--- src/design/mat_pkg.sv ---
/*
  Constants, modes and states of the motor constant auto-tune sequencer.
  Assumes a single 100 MHz control clock.
*/
package mat_pkg;
  // ----------------------------------------------------------------
  // Clock and timing
  // ----------------------------------------------------------------
  localparam int unsigned CLK_HZ          = 100000000;
  localparam int unsigned STAT_MIN_S      = 25;
  localparam int unsigned STAT_MAX_S      = 120;
  localparam int unsigned ROT_BASE_S      = 40;
  localparam int unsigned ROT_EXTRA_S     = 30;
  localparam int unsigned TICK_CYC        = 100000;   // 1 ms tick
  localparam int unsigned MS_PER_S        = CLK_HZ / TICK_CYC;
  localparam int unsigned STAT_MIN_MS     = STAT_MIN_S * 1000;
  localparam int unsigned STAT_MAX_MS     = STAT_MAX_S * 1000;
  localparam int unsigned ROT_EXTRA_MS    = ROT_EXTRA_S * 1000;

  // ----------------------------------------------------------------
  // Tuning mode parameter codes
  // ----------------------------------------------------------------
  localparam logic [7:0] MODE_OFF      = 8'h00;
  localparam logic [7:0] MODE_STAT     = 8'h01;   // 1
  localparam logic [7:0] MODE_STAT_RUN = 8'h02;   // 2
  localparam logic [7:0] MODE_STAT_OK  = 8'h03;   // 3
  localparam logic [7:0] MODE_ROT      = 8'h65;   // 101
  localparam logic [7:0] MODE_ROT_RUN  = 8'h66;   // 102
  localparam logic [7:0] MODE_ROT_OK   = 8'h67;   // 103

  // ----------------------------------------------------------------
  // Error codes and converter voltage limit
  // ----------------------------------------------------------------
  localparam logic [7:0] ERR_NONE   = 8'h00;
  localparam logic [7:0] ERR_FORCED = 8'h08;
  localparam logic [7:0] ERR_TRIP   = 8'h09;
  localparam logic [7:0] ERR_ILIM   = 8'h5B;   // 91
  localparam logic [7:0] ERR_VOLT   = 8'h5C;   // 92
  localparam logic [7:0] ERR_CALC   = 8'h5D;   // 93
  localparam logic [7:0] VOLT_PCT   = 8'h4B;   // 75 % of rated

  // ----------------------------------------------------------------
  // Motor type codes and parameter defaults
  // ----------------------------------------------------------------
  localparam logic [7:0]  MOTOR_VEC_A   = 8'h21;    // 33
  localparam logic [7:0]  MOTOR_VEC_B   = 8'h22;    // 34
  localparam logic [15:0] FREQ_DEF_HZ   = 16'h003C; // 60 Hz
  localparam logic [15:0] VOLT_DEF_V    = 16'h00C8; // 200 V class

  typedef enum logic [2:0] {
    MAT_IDLE, MAT_RUN, MAT_DONE, MAT_ERR, MAT_WAIT_REL
  } mat_state_t;
endpackage : mat_pkg

--- src/design/mat_const_store.sv ---
/*
  Holds the measured motor constants as parameters.
  Assumes the sequencer writes only on a successful end.
*/
`timescale 1ns/10ps
module mat_const_store #(
  parameter int unsigned W = 16,
  parameter int unsigned N = 4
) (
  input  wire logic                 sys_clk,
  input  wire logic                 nrst,
  input  wire logic                 wr_en,
  input  wire logic [N*W-1:0]       wr_data,
  input  wire logic                 invalidate,
  output logic      [N*W-1:0]       rd_data,
  output logic                      valid
);
  logic [N*W-1:0] mem_r;
  logic [N*W-1:0] mem_nxt;
  logic           valid_r;
  logic           valid_nxt;

  // ----------------------------------------------------------------
  // Storage
  // ----------------------------------------------------------------
  always_comb begin
    mem_nxt   = mem_r;
    valid_nxt = valid_r;
    if (wr_en) begin
      mem_nxt   = wr_data;
      valid_nxt = 1'b1;
    end else if (invalidate) begin
      valid_nxt = 1'b0;
    end
  end

  always_ff @(posedge sys_clk) begin
    if (!nrst) begin
      mem_r   <= '0;
      valid_r <= 1'b0;
    end else begin
      mem_r   <= mem_nxt;
      valid_r <= valid_nxt;
    end
  end

  assign rd_data = mem_r;
  assign valid   = valid_r;
endmodule : mat_const_store

--- src/design/mat_autotune.sv ---
/*
  Motor constant auto-tune sequencer: start, abort, status, error codes.
  Assumes synchronous inputs from the panel, the start lines and the
  power stage, which does the measurement and reports results and faults.
*/
`timescale 1ns/10ps
module mat_autotune #(
  parameter int unsigned CW         = 16,
  parameter int unsigned NC         = 4,
  parameter int unsigned TICK_DIV   = mat_pkg::TICK_CYC,
  parameter int unsigned STAT_MS    = mat_pkg::STAT_MIN_MS,
  parameter int unsigned STAT_MAXMS = mat_pkg::STAT_MAX_MS,
  parameter int unsigned EXTRA_MS   = mat_pkg::ROT_EXTRA_MS
) (
  input  wire logic              sys_clk,
  input  wire logic              nrst,
  input  wire logic              mode_wr,
  input  wire logic [7:0]        mode_wdata,
  input  wire logic [7:0]        motor_type_param,
  input  wire logic [15:0]       motor_volt_param,
  input  wire logic [15:0]       motor_freq_param,
  input  wire logic [15:0]       accel_ms,
  input  wire logic [15:0]       decel_ms,
  input  wire logic [15:0]       set_freq_in,
  input  wire logic              fwd_key,
  input  wire logic              rev_key,
  input  wire logic              stop_key,
  input  wire logic              fwd_start_input,
  input  wire logic              rev_start_input,
  input  wire logic              output_stop_input,
  input  wire logic              fault_clear_input,
  input  wire logic              second_set_select,
  input  wire logic              overheat_input,
  input  wire logic              select_input,
  input  wire logic              other_inputs_active,
  input  wire logic              meas_done,
  input  wire logic [NC*CW-1:0]  meas_data,
  input  wire logic              prot_trip,
  input  wire logic              cur_limit,
  input  wire logic [7:0]        dc_volt_pct,
  input  wire logic              calc_err,
  input  wire logic              power_fail,
  input  wire logic              retry_cfg,
  output logic [7:0]             tuning_mode_param,
  output logic [7:0]             error_code,
  output logic                   run_out,
  output logic                   rotate_en,
  output logic                   meas_en,
  output logic                   pre_excite_en,
  output logic                   retry_en,
  output logic                   io_gate,
  output logic                   second_set_out,
  output logic [15:0]            set_freq_mon,
  output logic [15:0]            rated_freq,
  output logic [15:0]            rated_volt,
  output logic                   use_builtin,
  output logic [NC*CW-1:0]       const_data,
  output logic                   const_valid,
  output logic                   busy
);
  // ----------------------------------------------------------------
  // Millisecond tick divider
  // ----------------------------------------------------------------
  logic [31:0] div_r, div_nxt;
  logic        tick;

  always_comb begin
    tick    = (div_r == 32'(TICK_DIV - 1));
    div_nxt = tick ? 32'h0000_0000 : div_r + 32'h0000_0001;
  end

  always_ff @(posedge sys_clk) begin
    if (!nrst) div_r <= '0;
    else       div_r <= div_nxt;
  end

  // ----------------------------------------------------------------
  // Mode decoding
  // ----------------------------------------------------------------
  function automatic logic mode_is_rot(input logic [7:0] m);
    return (m == mat_pkg::MODE_ROT);
  endfunction : mode_is_rot

  // Only the two request codes arm a run; done codes must be rewritten first
  function automatic logic mode_is_set(input logic [7:0] m);
    return (m == mat_pkg::MODE_STAT) || (m == mat_pkg::MODE_ROT);
  endfunction : mode_is_set

  // ----------------------------------------------------------------
  // Sequencer state
  // ----------------------------------------------------------------
  mat_pkg::mat_state_t st_r, st_nxt;
  logic [7:0]  mode_r, mode_nxt;
  logic [7:0]  err_r, err_nxt;
  logic        rot_r, rot_nxt;
  logic [31:0] ms_r, ms_nxt;
  logic [31:0] lim_r, lim_nxt;
  logic        st_prev_r, st_prev_nxt;
  logic        wr_const, inval;
  logic        start_req, start_held, abort_req;
  logic        mode_armed;

  // Any start line or key; panel key and line are not told apart here
  assign start_req  = fwd_key | rev_key | fwd_start_input | rev_start_input;
  assign start_held = fwd_start_input | rev_start_input;
  assign mode_armed = mode_is_set(mode_r);

  // Start release counts only for the line mode; keys are momentary
  assign abort_req = output_stop_input | fault_clear_input | stop_key
                   | (st_prev_r & ~start_held);

  always_comb begin
    st_nxt      = st_r;
    mode_nxt    = mode_r;
    err_nxt     = err_r;
    rot_nxt     = rot_r;
    ms_nxt      = ms_r;
    lim_nxt     = lim_r;
    st_prev_nxt = st_prev_r;
    wr_const    = 1'b0;
    inval       = 1'b0;
    case (st_r)
      mat_pkg::MAT_IDLE: begin
        if (mode_wr) begin
          mode_nxt = mode_wdata;
          inval    = 1'b1;
        end else if (mode_armed && start_req) begin
          rot_nxt     = mode_is_rot(mode_r);
          mode_nxt    = mode_is_rot(mode_r) ? mat_pkg::MODE_ROT_RUN
                                            : mat_pkg::MODE_STAT_RUN;
          ms_nxt      = '0;
          st_prev_nxt = start_held;
          // Rotating time follows the ramps; stationary has a fixed ceiling
          lim_nxt     = mode_is_rot(mode_r)
                      ? 32'(accel_ms) + 32'(decel_ms) + 32'(EXTRA_MS)
                      : 32'(STAT_MAXMS);
          st_nxt      = mat_pkg::MAT_RUN;
        end
      end
      mat_pkg::MAT_RUN: begin
        if (tick) ms_nxt = ms_r + 32'h0000_0001;
        if (power_fail || prot_trip) begin
          err_nxt = mat_pkg::ERR_TRIP;
          st_nxt  = mat_pkg::MAT_ERR;
        end else if (abort_req) begin
          err_nxt = mat_pkg::ERR_FORCED;
          st_nxt  = mat_pkg::MAT_ERR;
        end else if (cur_limit) begin
          err_nxt = mat_pkg::ERR_ILIM;
          st_nxt  = mat_pkg::MAT_ERR;
        end else if (dc_volt_pct >= mat_pkg::VOLT_PCT) begin
          err_nxt = mat_pkg::ERR_VOLT;
          st_nxt  = mat_pkg::MAT_ERR;
        end else if (calc_err || (ms_r >= lim_r)) begin
          err_nxt = mat_pkg::ERR_CALC;
          st_nxt  = mat_pkg::MAT_ERR;
        end else if (meas_done && (rot_r || ms_r >= 32'(STAT_MS))) begin
          wr_const = 1'b1;
          mode_nxt = rot_r ? mat_pkg::MODE_ROT_OK : mat_pkg::MODE_STAT_OK;
          st_nxt   = mat_pkg::MAT_DONE;
        end
      end
      mat_pkg::MAT_DONE: begin
        // A key start has no line to release, so it waits for the stop key
        if (stop_key || (st_prev_r && !start_held)) begin
          st_nxt = mat_pkg::MAT_WAIT_REL;
        end
      end
      mat_pkg::MAT_WAIT_REL: begin
        if (!start_held) st_nxt = mat_pkg::MAT_IDLE;
      end
      mat_pkg::MAT_ERR: begin
        // Only a drive reset leaves this state
        st_nxt = mat_pkg::MAT_ERR;
      end
      default: st_nxt = mat_pkg::MAT_IDLE;
    endcase
  end

  always_ff @(posedge sys_clk) begin
    if (!nrst) begin
      st_r      <= mat_pkg::MAT_IDLE;
      mode_r    <= mat_pkg::MODE_OFF;
      err_r     <= mat_pkg::ERR_NONE;
      rot_r     <= 1'b0;
      ms_r      <= '0;
      lim_r     <= '0;
      st_prev_r <= 1'b0;
    end else begin
      st_r      <= st_nxt;
      mode_r    <= mode_nxt;
      err_r     <= err_nxt;
      rot_r     <= rot_nxt;
      ms_r      <= ms_nxt;
      lim_r     <= lim_nxt;
      st_prev_r <= st_prev_nxt;
    end
  end

  // ----------------------------------------------------------------
  // Constant store
  // ----------------------------------------------------------------
  mat_const_store #(.W(CW), .N(NC)) u_store (
    .sys_clk    (sys_clk),
    .nrst       (nrst),
    .wr_en      (wr_const),
    .wr_data    (meas_data),
    .invalidate (inval),
    .rd_data    (const_data),
    .valid      (const_valid)
  );

  // ----------------------------------------------------------------
  // Outputs
  // ----------------------------------------------------------------
  assign busy              = (st_r == mat_pkg::MAT_RUN);
  assign tuning_mode_param = mode_r;
  assign error_code        = err_r;
  assign run_out           = busy;
  assign meas_en           = busy;
  assign rotate_en         = busy & rot_r;
  assign pre_excite_en     = ~(mode_armed | busy);
  assign retry_en          = retry_cfg & ~busy;
  // Unlisted functions are gated off while tuning runs
  assign io_gate           = busy & other_inputs_active;
  // Held input is honoured; toggling it mid-run is the operator's fault
  assign second_set_out    = second_set_select & ~overheat_input & ~select_input | busy & second_set_select;
  assign set_freq_mon      = busy ? 16'h0000 : set_freq_in;
  assign use_builtin       = (motor_type_param == mat_pkg::MOTOR_VEC_A) ||
                             (motor_type_param == mat_pkg::MOTOR_VEC_B);
  assign rated_freq        = (motor_freq_param == 16'h0000) ? mat_pkg::FREQ_DEF_HZ
                                                            : motor_freq_param;
  assign rated_volt        = (motor_volt_param == 16'h0000) ? mat_pkg::VOLT_DEF_V
                                                            : motor_volt_param;

  // ----------------------------------------------------------------
  // Checks
  // ----------------------------------------------------------------
  a_run_on_start: assert property (@(posedge sys_clk) disable iff (!nrst)
    (st_r == mat_pkg::MAT_IDLE && mode_armed && start_req && !mode_wr) |=> run_out)
    else $error("run output not on at tuning start");
  a_abort_forced: assert property (@(posedge sys_clk) disable iff (!nrst)
    (busy && abort_req && !power_fail && !prot_trip) |=> error_code == mat_pkg::ERR_FORCED)
    else $error("abort did not give forced end code");
  a_done_mode: assert property (@(posedge sys_clk) disable iff (!nrst)
    (st_r != mat_pkg::MAT_DONE ##1 st_r == mat_pkg::MAT_DONE) |->
    (tuning_mode_param == (rot_r ? mat_pkg::MODE_ROT_OK : mat_pkg::MODE_STAT_OK)))
    else $error("wrong mode code after success");
  a_err_sticky: assert property (@(posedge sys_clk) disable iff (!nrst)
    (st_r == mat_pkg::MAT_ERR) |=> (st_r == mat_pkg::MAT_ERR) && !run_out)
    else $error("error state left without reset");
  a_err_no_write: assert property (@(posedge sys_clk) disable iff (!nrst)
    (st_r == mat_pkg::MAT_ERR) |=> $stable(const_data))
    else $error("constants changed after error");
  a_freq_zero: assert property (@(posedge sys_clk) disable iff (!nrst)
    busy |-> set_freq_mon == 16'h0000)
    else $error("set frequency monitor not zero");
  a_preexc_off: assert property (@(posedge sys_clk) disable iff (!nrst)
    (tuning_mode_param == mat_pkg::MODE_STAT || tuning_mode_param == mat_pkg::MODE_ROT
     || busy) |-> !pre_excite_en)
    else $error("pre-excitation enabled while tuning");
  a_pfail_err: assert property (@(posedge sys_clk) disable iff (!nrst)
    (busy && power_fail) |=> (error_code == mat_pkg::ERR_TRIP) ##1 !busy)
    else $error("power failure did not end tuning");
  a_no_retry: assert property (@(posedge sys_clk) disable iff (!nrst)
    busy |-> !retry_en)
    else $error("retry allowed during tuning");
  a_status_run: assert property (@(posedge sys_clk) disable iff (!nrst)
    busy |-> (tuning_mode_param == (rot_r ? mat_pkg::MODE_ROT_RUN : mat_pkg::MODE_STAT_RUN)))
    else $error("wrong status code while tuning");
  a_key_done_hold: assert property (@(posedge sys_clk) disable iff (!nrst)
    (st_r == mat_pkg::MAT_DONE && !st_prev_r && !stop_key) |=> st_r == mat_pkg::MAT_DONE)
    else $error("key started run cleared without stop key");
  a_mode_locked: assert property (@(posedge sys_clk) disable iff (!nrst)
    (mode_wr && st_r != mat_pkg::MAT_IDLE && st_r != mat_pkg::MAT_RUN)
    |=> $stable(tuning_mode_param))
    else $error("mode written outside idle");
  a_volt_code: assert property (@(posedge sys_clk) disable iff (!nrst)
    (busy && !power_fail && !prot_trip && !abort_req && !cur_limit
     && dc_volt_pct >= mat_pkg::VOLT_PCT) |=> error_code == mat_pkg::ERR_VOLT)
    else $error("converter voltage limit gave wrong code");
endmodule : mat_autotune

--- config.mk ---
export PLATFORM = sky130hd
export DESIGN_NAME = mat_autotune
export DESIGN_NICKNAME = d
export VERILOG_FILES = /design/src/design/mat_pkg.sv /design/src/design/mat_const_store.sv /design/src/design/mat_autotune.sv
export SDC_FILE = /design/constraint.sdc
export NUM_CORES = 1
export LEC_CHECK = 0
export CAP_MARGIN = 5
export CORE_MARGIN = 10
export CORE_UTILIZATION = 45
export DETAILED_ROUTE_END_ITERATION = 10
export DONT_BUFFER_PORTS = 1
export GPL_TIMING_DRIVEN = 1
export PLACE_DENSITY = 0.69
export SYNTH_ARGS = -nofsm -noshare
export SYNTH_HDL_FRONTEND = slang
export SYNTH_HIERARCHICAL = 1
export SYNTH_SLANG_ARGS = --single-unit
export TNS_END_PERCENT = 100
--- constraint.sdc ---
create_clock -name sys_clk -period 2.5 [get_ports sys_clk]
set_input_delay 0.25 -clock sys_clk [delete_from_list [all_inputs] [get_ports sys_clk]]
set_output_delay 0.25 -clock sys_clk [all_outputs]
set_load 0.01 [all_outputs]
Yosys cells after proc, flatten, opt, wreduce, memory -nomap -nowiden
Cells that the tools add are included.
{ "op_classes": {"addsub": 4, "n_lt_le_gt_ge": 3, "eq_ne": 22, "n_mux": 46, "bitwise_logic": 23, "n_reduce_logical": 22} }
{ "ops": {"columns": ["cell", "count"], "rows": [
  ["8-bit two-way mux", 13],
  ["32-bit two-way mux", 3],
  ["32-bit by 1-bit adder with 32-bit output (second input constant)", 2],
  ["32-bit one-hot mux with 2 select lines", 1],
  ["16-bit two-way mux", 3],
  ["32-bit by 17-bit equality test with 1-bit output (second input constant)", 1],
  ["32-bit by 15-bit greater-or-equal comparator with 1-bit output (second input constant)", 1],
  ["32-bit greater-or-equal comparator", 1],
  ["16-bit zero test", 2],
  ["3-bit two-way mux", 10],
  ["17-bit by 15-bit adder with 18-bit output (second input constant)", 1],
  ["18-bit two-way mux", 1],
  ["2-bit inequality test (second input constant)", 9],
  ["16-bit by 16-bit adder with 17-bit output", 1],
  ["8-bit by 6-bit equality test with 1-bit output (second input constant)", 2],
  ["8-bit one-hot mux with 2 select lines", 1],
  ["3-bit one-hot mux with 5 select lines", 1],
  ["7-bit two-way mux", 2],
  ["1-bit two-way mux", 11],
  ["1-bit OR", 9],
  ["8-bit by 1-bit equality test with 1-bit output (second input constant)", 1],
  ["8-bit by 7-bit equality test with 1-bit output (second input constant)", 1],
  ["8-bit by 7-bit greater-or-equal comparator with 1-bit output (second input constant)", 1],
  ["8-bit AND reduction", 1],
  ["other kinds (19)", 41]
]} }
{ "totals": {"regBits": 182, "out_inout_bits": 138} }

Longest topological paths before layout
Gate-level depths: netlist (run 1).
{ "depth": {"ltp_word": 11, "mapped_depth": 12} }

By module
The synthesis (run 1) kept the hierarchy.
{ "by_module_without_submodules": {"columns": ["module", "instances", "cells_each", "area_per_inst_um2"], "rows": [
  ["mat_autotune", 1, 805, 6332.3],
  ["mat_const_store", 1, 209, 2497.4]
]} }

Worst setup path after synthesis (run 1)
No wires, ideal clock.
{ "synth_timing": {"kind": "register -> register", "startpoint": "register ms_r[17]", "endpoint": "register u_store.mem_r[52], in the netlist u_store/rd_data[52]", "setup_ns": 0.116, "t_arrival_ns": 2.505, "required_ns": 2.384, "path_slack_ns": -0.121, "path_stages_with_launch": 10, "path_buffers": 2, "synth_period_minus_slack_ns": 2.621, "path_cell_list": "dfxtp_1 > ha_1 > a211o_1 > or4_1 > nor3_1 > nor3b_1 > buf_6 > buf_8 > mux2i_1 > nor2b_1"} }
{ "synth_via": {"elab_chain_len": 10} }
{ "synth_rtl": {"columns": ["item", "line_no", "source"], "rows": [
  ["from (decl)", "mat_autotune.sv:96", "logic [31:0] ms_r, ms_nxt;"],
  ["from (signal assigned)", "mat_autotune.sv:194", "ms_r <= ms_nxt;"],
  ["32-bit by 15-bit greater-or-equal comparator with 1-bit output", "mat_autotune.sv:157", "end else if (meas_done && (rot_r || ms_r >= 32'(STAT_MS))) begin"],
  ["1-bit logical OR", "mat_autotune.sv:157", null],
  ["1-bit logical AND", "mat_autotune.sv:157", null],
  ["1-bit two-way mux", "mat_autotune.sv:157", null],
  ["1-bit two-way mux *", "mat_autotune.sv:154", "end else if (calc_err || (ms_r >= lim_r)) begin"],
  ["1-bit two-way mux *", "mat_autotune.sv:151", "end else if (dc_volt_pct >= mat_pkg::VOLT_PCT) begin"],
  ["1-bit two-way mux *", "mat_autotune.sv:148", "end else if (cur_limit) begin"],
  ["1-bit two-way mux *", "mat_autotune.sv:145", "end else if (abort_req) begin"],
  ["1-bit two-way mux *", "mat_autotune.sv:142", "if (power_fail || prot_trip) begin"],
  ["1-bit two-way mux *", "mat_autotune.sv:122", "case (st_r)"],
  ["net wr_const", "mat_autotune.sv:99", "logic wr_const, inval;"],
  ["to (signal assigned)", "mat_const_store.sv:42", "mem_r <= mem_nxt;"],
  ["to (decl)", "mat_const_store.sv:18", "logic [N*W-1:0] mem_r;"]
]} }
Mark *: on every way through the listed nets, which the timed path passes. The rest lies on a longest branch.
A chain may end at the register's enable or synchronous reset.

Worst setup path in the final report (run 1)
{ "layout_timing": {"startpoint": "register ms_r[17]", "endpoint": "register u_store.mem_r[56], in the netlist u_store/rd_data[56]"} }
The elaborated chain is that of the path after synthesis.

==> impl_metrics.py, run 1 <==
metrics = {
    "setup_path": {
        "path_max_fanout": 8,
        "critPathRequiredTime_ns": 2.82,
        "slowest_delay_ns": 0.45,
        "critPathLaunchType": "flop",
        "r2r-start": "ms_r[17]",
        "critical_path_class": "reg2reg",
        "cp_top_family": "simple AND/OR/NAND/NOR gates",
        "rr_endpoint": "u_store/rd_data[56]",
        "worstRegToRegCells": 10,
        "cp_slowest_cell": "or4_4",
        "worst_setup_path_end_kind": "flop",
        "path_cells": "ha_4 -> a211o_1 -> or4_4 -> nor3_4 -> nor3b_4 -> buf_6 -> buf_12 -> buf_16 -> mux2i_1 -> nor2b_1",
        "cp.arrival_ns": 3.07,
        "cp_num_buf_inv": 3,
        "reg2reg_slack_ns": -0.25,
    },
    "cells_and_area": {
        "area_growth_pct": 30.5,
        "fin_nets": 1405,
        "post-route-util_pct": 59.4,
        "drive_gt1_share_pct": 19.5,
        "final_area_um2": 11500,
    },
    "min_path": {
        "min-delay-start": "meas_data[39]",
        "whs_endpoint": "u_store/rd_data[39]",
        "min_path_cells": 2,
        "hp-class": "in2reg",
    },
    "cts": {
        "cts_buffers": 17,
        "cts_sinks": 165,
        "htree_levels": 4,
        "clk_path_buf_depth": 2,
        "cts_root_buf": "clkbuf_16",
        "tritoncts": "built",
        "clock_latency_ns": 0.44,
        "clk_pin_slew_ns": 0.08,
    },
    "floorplanning": {
        "ioPinCount": 326,
        "die_area_um2": 25600,
        "core_um2": 19400,
        "die_h_um": 160,
        "start_util_pct": 45.5,
        "rows": 51,
        "fp.dieW_um": 160,
    },
    "sta": {
        "fin_crit_sh_pct": 110,
        "rsz0062_at_grt": "true",
        "slew_viol_final": 0,
        "skew_ns": 0.00951,
        "finalHoldViolations": 1,
        "fin_crit_ns": 2.75,
        "finalSetupViolations": 51,
        "slew_headroom_pct": 62.8,
        "whs_ns": -0.00577,
        "fmax_ghz": 0.363,
        "worst_pin_slew_ns": 0.556,
        "finalWorstSetupSlack_ns": -0.255,
    },
    "logic_synthesis": {
        "synthTopCellsByCount": "dfxtp_1, nor2_1, inv_1, mux2i_1, nor2b_1",
        "yosysSeqAreaShare_pct": 37.4,
        "synth_top_area_share_pct": 37.4,
        "post-synth-top-count-cell": "dfxtp_1",
        "synth_cell_types": 66,
        "ys_top_cells_by_area": "dfxtp_1, mux2i_1, ha_1, nor2b_1, nor2_1",
        "synthCells": 1014,
        "synth_area_um2": 8830,
        "yosysWarnings": 6,
        "postSynthAreaPerCell_um2": 8.71,
        "yosysTopAreaCell": "dfxtp_1",
        "ys_seq_elements": 165,
        "synthFlopType": "dfxtp_1",
        "ys_async_sr_fraction_pct": 0,
        "synth_edf_count": 0,
    },
    "drt": {
        "vias": 7652,
        "vias_per_cell": 5.30,
        "drc": 0,
        "wl_um": 28500,
        "wl_per_cell_um": 19.7,
        "first_iter_violations": 405,
        "ant_nets": 0,
        "dr.pass1.iters": 7,
    },
    "global_route": {
        "antenna_found_initial": 1,
        "grt_pass1_wl_um": 42000,
        "grt_pass1_vias": 7572,
        "grt_max_degree": 78,
        "overflow": 0,
        "grtUsageTotal_pct": 20.2,
    },
    "flow_run": {
        "maxCapViolCount": 0,
    },
    "outcome": {
        "status": "finished with violations",
        "violations": "hold timing, setup timing",
    },
    "pwr": {
        "power_density_nw_per_um2": 531,
        "vdd_ir_drop_max_uv": 281,
        "finalPower_uw": 6120,
        "leakage_uw": 0.00448,
    },
    "placement": {
        "hpwl_um": 19800,
        "port-buffer-count": 0,
        "globalplace.congestion": 0.870,
        "place_area_um2": 9750,
        "dp_slack_ns": -0.129,
    },
}
## sequential cells by signal (all words and copies together) (netlist names)
signal,flops
u_store/rd_data,64
div_r,32
ms_r,32
lim_r,18
tuning_mode_param,8
error_code,5
st_r,3
rot_r,1
st_prev_r,1
u_store/valid,1
## cells in the final DEF, fill, tap and decap left out, types with 9 or more instances in the layout
cell type      instances
dfxtp_1              159
buf_4                118
nor2_1                92
nor2b_1               70
inv_1                 68
nand2_1               63
mux2i_1               63
dlygate4sd3_1         55
ha_1                  49
a21oi_1               34
nand3_1               33
xor2_1                33
xnor2_1               28
clkbuf_16             22
and2_1                21
nor4_1                19
o21ai_0               19
nor3_1                17
nand4_1               15
or3_1                 15
nand2b_1              10
and3_1                10
o22ai_1                9
## power by group
group          internal, uW  switching [uW]
clock                  1440            1250
sequential             2650            21.0
combinational           367             396
total                  4460            1660
## how the worst max path moves through the flow
stage | slack [ns] | cells after the start | end | startpoint
after floorplan | 0.02 | 7 | tuning_mode_param[1] | ms_r[17]
after global placement | -0.1 | 10 | tuning_mode_param[2] | lim_r[2]
after detailed placement | -0.13 | 8 | tuning_mode_param[6] | lim_r[17]
after CTS | -0.08 | 9 | u_store/rd_data[55] | ms_r[20]
after global routing | -0.34 | 10 | u_store/rd_data[56] | ms_r[28]
final | -0.25 | 10 | u_store/rd_data[56] | ms_r[17]
## through the flow
step / setup TNS, ns / std cells
5_1_grt: -9.75 / 1442
2_1_floorplan: 0 / 1015
3_3_place_gp: -1.04 / 1334
6_report: -2.96 / 1443
4_1_cts: -2.04 / 1429
3_5_place_dp: -5.86 / 1334
## kinds of logic after synthesis
kind of cell / after synthesis / synth area share [%]
AOI/OAI and AO/OA: 125 / 9.41
xor gates and xnor gates: 61 / 6.05
adders and majority gates: 53 / 7.60
buffers and inverters: 136 / 7.28
DFF: 165 / 37.4
muxes: 72 / 8.18
other: 1 / 0.0425
and+or+nand+nor: 401 / 24.0
## worst reg2reg max path: stages (launching register included)
cell and delay, ns:
dfxtp_1 0.39, ha_4 0.23, a211o_1 0.29, or4_4 0.45
nor3_4 0.15, nor3b_4 0.21, buf_6 0.15, buf_12 0.14
buf_16 0.16, mux2i_1 0.38, nor2b_1 0.10
## per-layer routing
metal	track usage (%)	wire length (um)
met1	23.4	11700
met2	34.4	14100
met3	6.74	2170
met4	6.05	538
met5	0	0
## layout make-up
| cell class | instances | area (um^2) |
|---|---|---|
| fillers | 1595 | 7870 |
| multi-input cells | 714 | 5190 |
| flip-flops and latches | 165 | 3310 |
| repair buffers | 193 | 1820 |
| clock buffers | 17 | 425 |
| well taps | 265 | 332 |
| inverters | 73 | 274 |
| clock inverters | 15 | 175 |
| diodes | 1 | 2.50 |
## what timing repair did
action,4_1_cts,5_1_grt
gates resized for setup,20,53
hold buffers,55,1
pin swaps,3,19
buffers inserted,7,9
hold endpoints to repair,76,1
setup endpoints to repair,74,97
cloned,1,5
(Power assumes the default switching activity.)
==> run 2, diff against run 1 <==
--- a/config.mk
+++ b/config.mk
@@ -12,6 +12,7 @@
 export DONT_BUFFER_PORTS = 1
 export GPL_TIMING_DRIVEN = 1
 export PLACE_DENSITY = 0.69
+export REMOVE_ABC_BUFFERS = 1
 export SYNTH_ARGS = -nofsm -noshare
 export SYNTH_HDL_FRONTEND = slang
 export SYNTH_HIERARCHICAL = 1
==> run 2 against run 1 <==
Net effect: the flow finishes with violations (setup timing); clock-buffer cell count did not move; sequential share of layout area rose by 0.083 points; global-route usage fell by 0.21 points; sequential power barely moved; critical endpoint is now u_store/rd_data[59]; largest cell class unchanged.
==> impl_metrics.py, run 2 (synthesized netlist as in run 1, its figures left out) <==
metrics = {
    "outcome": {
        "status": "finished with violations",
        "violations": "setup timing",
    },
    "setup_path": {
        "reg2reg_slack_ns": -0.23,
        "path_max_fanout": 5,
        "critical_path_class": "reg2reg",
        "critPathLaunchType": "flop",
        "cp.arrival_ns": 3.05,
        "worst_setup_path_end_kind": "flop",
        "critPathRequiredTime_ns": 2.82,
    },
    "sta": {
        "slew_headroom_pct": 56.4,
        "fin_crit_ns": 2.73,
        "finalHoldViolations": 0,
        "fin_crit_sh_pct": 109,
        "slew_viol_final": 0,
        "rsz0062_at_grt": "true",
        "whs_ns": 0.0213,
        "skew_ns": 0.00919,
        "finalWorstSetupSlack_ns": -0.234,
        "worst_pin_slew_ns": 0.648,
        "finalSetupViolations": 71,
        "fmax_ghz": 0.366,
    },
    "placement": {
        "hpwl_um": 19200,
        "port-buffer-count": 0,
        "dp_slack_ns": -0.177,
        "place_area_um2": 9700,
        "globalplace.congestion": 0.874,
    },
    "flow_run": {
        "maxCapViolCount": 0,
    },
    "cells_and_area": {
        "fin_nets": 1400,
        "area_growth_pct": 30.0,
        "final_cell_mix": "dfxtp_1, buf_4, nor2_1",
        "mostFrequentLayoutCell": "dfxtp_1",
        "final_area_um2": 11500,
        "largest_reg_flops": 64,
        "drive_gt1_share_pct": 18.9,
    },
    "pwr": {
        "vdd_ir_drop_max_uv": 480,
        "power_density_nw_per_um2": 536,
        "leakage_uw": 0.00443,
    },
    "global_route": {
        "grt_pass1_wl_um": 41900,
        "grt_max_degree": 76,
        "grt_pass1_vias": 7493,
        "grtUsageTotal_pct": 19.9,
        "antenna_found_initial": 1,
        "overflow": 0,
    },
    "cts": {
        "cts_buffers": 17,
        "clk_pin_slew_ns": 0.07,
        "tritoncts": "built",
        "cts_root_buf": "clkbuf_16",
        "htree_levels": 4,
        "cts_sinks": 165,
        "clk_path_buf_depth": 2,
        "clock_latency_ns": 0.42,
    },
    "drt": {
        "wl_per_cell_um": 19.3,
        "vias": 7602,
        "ant_nets": 0,
        "vias_per_cell": 5.29,
        "first_iter_violations": 419,
        "drc": 0,
        "wl_um": 27700,
        "dr.pass1.iters": 5,
    },
    "floorplanning": {
        "start_util_pct": 45.5,
        "core_um2": 19400,
        "fp.dieW_um": 160,
        "die_area_um2": 25600,
        "rows": 51,
        "ioPinCount": 326,
        "die_h_um": 160,
    },
    "min_path": {
        "hp-class": "in2reg",
    },
}
run 2: repair_timing:
action                     in CTS  in global routing
pin swaps                       6                 13
setup endpoints to repair      85                 89
hold endpoints to repair       74                  0
gates cloned                    4                  3
resized for setup              35                 44
hold buffers                   56                  0
setup buffers                   9                  5
run 2: path summary, 6_finish.rpt:
check,start,endpoint,cells after the start
max,ms_r[25],u_store/rd_data[59],13
min,meas_data[63],u_store/rd_data[63],2
max reg2reg,ms_r[25],u_store/rd_data[59],13
min reg2reg,lim_r[5],lim_r[5],2
run 2: through the flow:
step           TNS, ns  total power (uW)  cells  util (%)
2_1_floorplan  -424.77              3150    952         -
3_3_place_gp     -7.91              3320   1332      50.0
3_5_place_dp     -9.46              3330   1332      50.0
4_1_cts          -4.15              6190   1432      58.0
5_1_grt         -14.91              6390   1436      59.2
6_report         -6.25              6150   1437      59.2
run 2: layout make-up:
| cell class | instances | area [um^2] |
|---|---|---|
| repair buffers | 187 | 1800 |
| well taps | 265 | 332 |
| inverters | 73 | 274 |
| diodes | 1 | 2.50 |
| multi-input cells | 715 | 5150 |
| flip-flops and latches | 165 | 3310 |
| clock buffers | 17 | 425 |
| clock inverters | 14 | 193 |
| fillers | 1630 | 7920 |
run 2: power breakdown:
group          switching (uW)  internal, uW
clock network            1150          1610
logic                     384           344
registers                20.7          2650
run 2: critical path, stage by stage (launching register included):
cell	delay [ns]
dfxtp_2	0.34
nor4_4	0.28
nand4_1	0.16
buf_4	0.16
buf_4	0.12
a311oi_1	0.36
nand2b_1	0.21
nor3b_2	0.06
buf_6	0.13
buf_12	0.13
buf_4	0.14
clkbuf_16	0.15
mux2i_1	0.12
nor2b_1	0.27
run 2: routing by layer:
layer  global-route usage, %  vias to the layer above  part of all wire [%]
met2                    33.4                      269                    48
met3                    6.30                       35                   7.5
li1                        -                     3764                     -
met5                       0                        -                 0.047
met4                    6.14                        2                   2.4
met1                    23.8                     3532                    42
==> run 3, diff against run 2 <==
--- a/config.mk
+++ b/config.mk
@@ -6,7 +6,7 @@
 export NUM_CORES = 1
 export LEC_CHECK = 0
 export CAP_MARGIN = 5
-export CORE_MARGIN = 10
+export CORE_MARGIN = 2
 export CORE_UTILIZATION = 45
 export DETAILED_ROUTE_END_ITERATION = 10
 export DONT_BUFFER_PORTS = 1
==> run 3 against run 2 <==
Net effect: the run still ends with setup timing left; via count rose by 2.9%; critical path type unchanged; largest cell class unchanged; die area fell by 19%; critical path depth fell by 3; register-to-register slack improved by 0.11 ns; worst hold slack got worse by 0.00069 ns; clock skew fell by 0.0012 ns; non-clock buffer count rose by 26; worst setup slack improved by 0.11 ns; global-route usage rose by 3.5 points; core utilization rose by 2.3 points.
==> impl_metrics.py, run 3 (synthesized netlist as in run 1, its figures left out) <==
metrics = {
    "placement": {
        "globalplace.congestion": 1.02,
        "port-buffer-count": 0,
        "hpwl_um": 17700,
        "dp.cells": 1344,
        "dp_slack_ns": -0.244,
    },
    "cells_and_area": {
        "mostFrequentLayoutCell": "dfxtp_1",
        "filler_cell_count": 1582,
        "area_growth_pct": 34.5,
        "drive_gt1_share_pct": 21.2,
        "final_cell_mix": "dfxtp_1, buf_4, nor2_1",
        "fin_nets": 1426,
        "largest_reg_flops": 64,
        "fin_cells": 1467,
    },
    "drt": {
        "wl_um": 25700,
        "drc": 0,
        "dr.pass1.iters": 5,
        "vias_per_cell": 5.33,
        "first_iter_violations": 326,
        "wl_per_cell_um": 17.5,
        "ant_nets": 0,
        "vias": 7822,
    },
    "setup_path": {
        "cp.arrival_ns": 2.94,
        "critical_path_class": "reg2reg",
        "critPathRequiredTime_ns": 2.82,
        "critPathLaunchType": "flop",
        "r2r-start": "ms_r[22]",
        "path_max_fanout": 6,
        "worstRegToRegCells": 10,
        "worst_setup_path_end_kind": "flop",
        "reg2reg_slack_ns": -0.12,
        "rr_endpoint": "u_store/rd_data[52]",
    },
    "global_route": {
        "grt_pass1_wl_um": 37600,
        "grt_pass1_vias": 7307,
        "antenna_found_initial": 6,
        "grt_max_degree": 77,
        "grtUsageTotal_pct": 23.4,
        "overflow": 0,
    },
    "cts": {
        "cts_root_buf": "clkbuf_16",
        "htree_levels": 4,
        "tritoncts": "built",
        "clk_pin_slew_ns": 0.07,
        "clk_path_buf_depth": 2,
        "clock_latency_ns": 0.43,
        "cts_sinks": 165,
        "cts_buffers": 17,
    },
    "sta": {
        "slew_headroom_pct": 61.7,
        "rsz0062_at_grt": "true",
        "finalHoldViolations": 0,
        "fin_crit_ns": 2.62,
        "fmax_ghz": 0.381,
        "slew_viol_final": 0,
        "finalWorstSetupSlack_ns": -0.122,
        "whs_ns": 0.0206,
        "fin_setup_tns_ns": -3.40,
        "fin_crit_sh_pct": 105,
        "skew_ns": 0.00800,
        "worst_pin_slew_ns": 0.573,
        "finalSetupViolations": 53,
    },
    "pwr": {
        "leakage_uw": 0.00468,
        "vdd_ir_drop_max_uv": 376,
        "power_density_nw_per_um2": 533,
        "finalPower_uw": 6330,
    },
    "min_path": {
        "whs_endpoint": "u_store/rd_data[62]",
        "min-delay-start": "meas_data[62]",
        "hp-class": "in2reg",
        "min_path_cells": 2,
    },
    "floorplanning": {
        "start_util_pct": 45.7,
        "die_h_um": 144,
        "die_area_um2": 20800,
        "rows": 51,
        "ioPinCount": 326,
        "fp.dieW_um": 144,
        "core_um2": 19300,
    },
    "outcome": {
        "status": "finished with violations",
        "violations": "setup timing",
    },
    "flow_run": {
        "maxCapViolCount": 0,
    },
}
[run 3: cell types whose count changed in the layout (fill, tap and decap cells not counted), sizes merged]
cell         previous run  this run
buf                   130       146
inv                    78        77
clkbuf                 19        20
clkinv                  5         6
bufinv                  3         4
dlygate4sd3            55        64
diode                   1         4
[run 3: metrics by stage]
stage	instance area, um^2	utilization [%]
global route	11900	61.4
floorplan	8460	-
finish	11900	61.4
global placement	9870	51.0
CTS	11400	59.2
detailed placement	9870	51.0
[run 3: where the power goes]
part           internal [uW]  leakage [uW]  switching (uW)
sequential              2650       0.00134            18.4
clock                   1700      0.000313            1170
combinational            383       0.00303             397
[run 3: cell type report]
| type | count | area [um^2] | area share, % |
|---|---|---|---|
| Tap cell | 265 | 332 | 2.79 |
| Sequential cell | 165 | 3310 | 27.9 |
| Clock buffer | 17 | 425 | 3.58 |
| Timing Repair Buffer | 213 | 2050 | 17.3 |
| Multi-Input combinational cell | 715 | 5260 | 44.2 |
| Inverter | 73 | 274 | 2.31 |
| Antenna cell | 4 | 10.0 | 0.0843 |
| Clock inverter | 15 | 216 | 1.82 |
[run 3: worst max path at each step]
stage,startpoint,to,slack (ns),cells after the start
after floorplan,ms_r[17],u_store/rd_data[0],-6.53,7
after global placement,ms_r[20],u_store/rd_data[42],-0.14,9
after detailed placement,ms_r[20],u_store/rd_data[55],-0.24,9
after CTS,lim_r[17],u_store/rd_data[14],-0.14,11
after global routing,ms_r[22],u_store/rd_data[52],-0.22,10
final,ms_r[22],u_store/rd_data[52],-0.12,10
[run 3: metal layers]
layer / GRT usage, % / vias up / share of wire (%) / routed length, um
met5: 0 / - / 0.21 / 53
met4: 8.36 / 6 / 2.6 / 668
met3: 7.28 / 48 / 7.8 / 2000
met2: 40.3 / 283 / 49 / 12500
met1: 27.6 / 3667 / 41 / 10500
li1: - / 3818 / - / -
[run 3: timing repair]
item / 4_1_cts / 5_1_grt
hold buffers: 64 / 1
resized for setup: 31 / 59
cloned: 3 / 4
setup buffers: 8 / 9
hold endpoints to repair: 76 / 1
pin swaps: 6 / 32
setup endpoints to repair: 89 / 90
[run 3: critical path, stage by stage (launching register included)]
cell       delay [ns]
dfxtp_1          0.33
nor4_1           0.32
nand4_1          0.17
or4_4            0.55
nor3_4           0.14
nor3b_4          0.26
buf_6            0.16
clkbuf_16        0.15
clkbuf_16        0.15
mux2i_1          0.20
nor2b_1          0.07
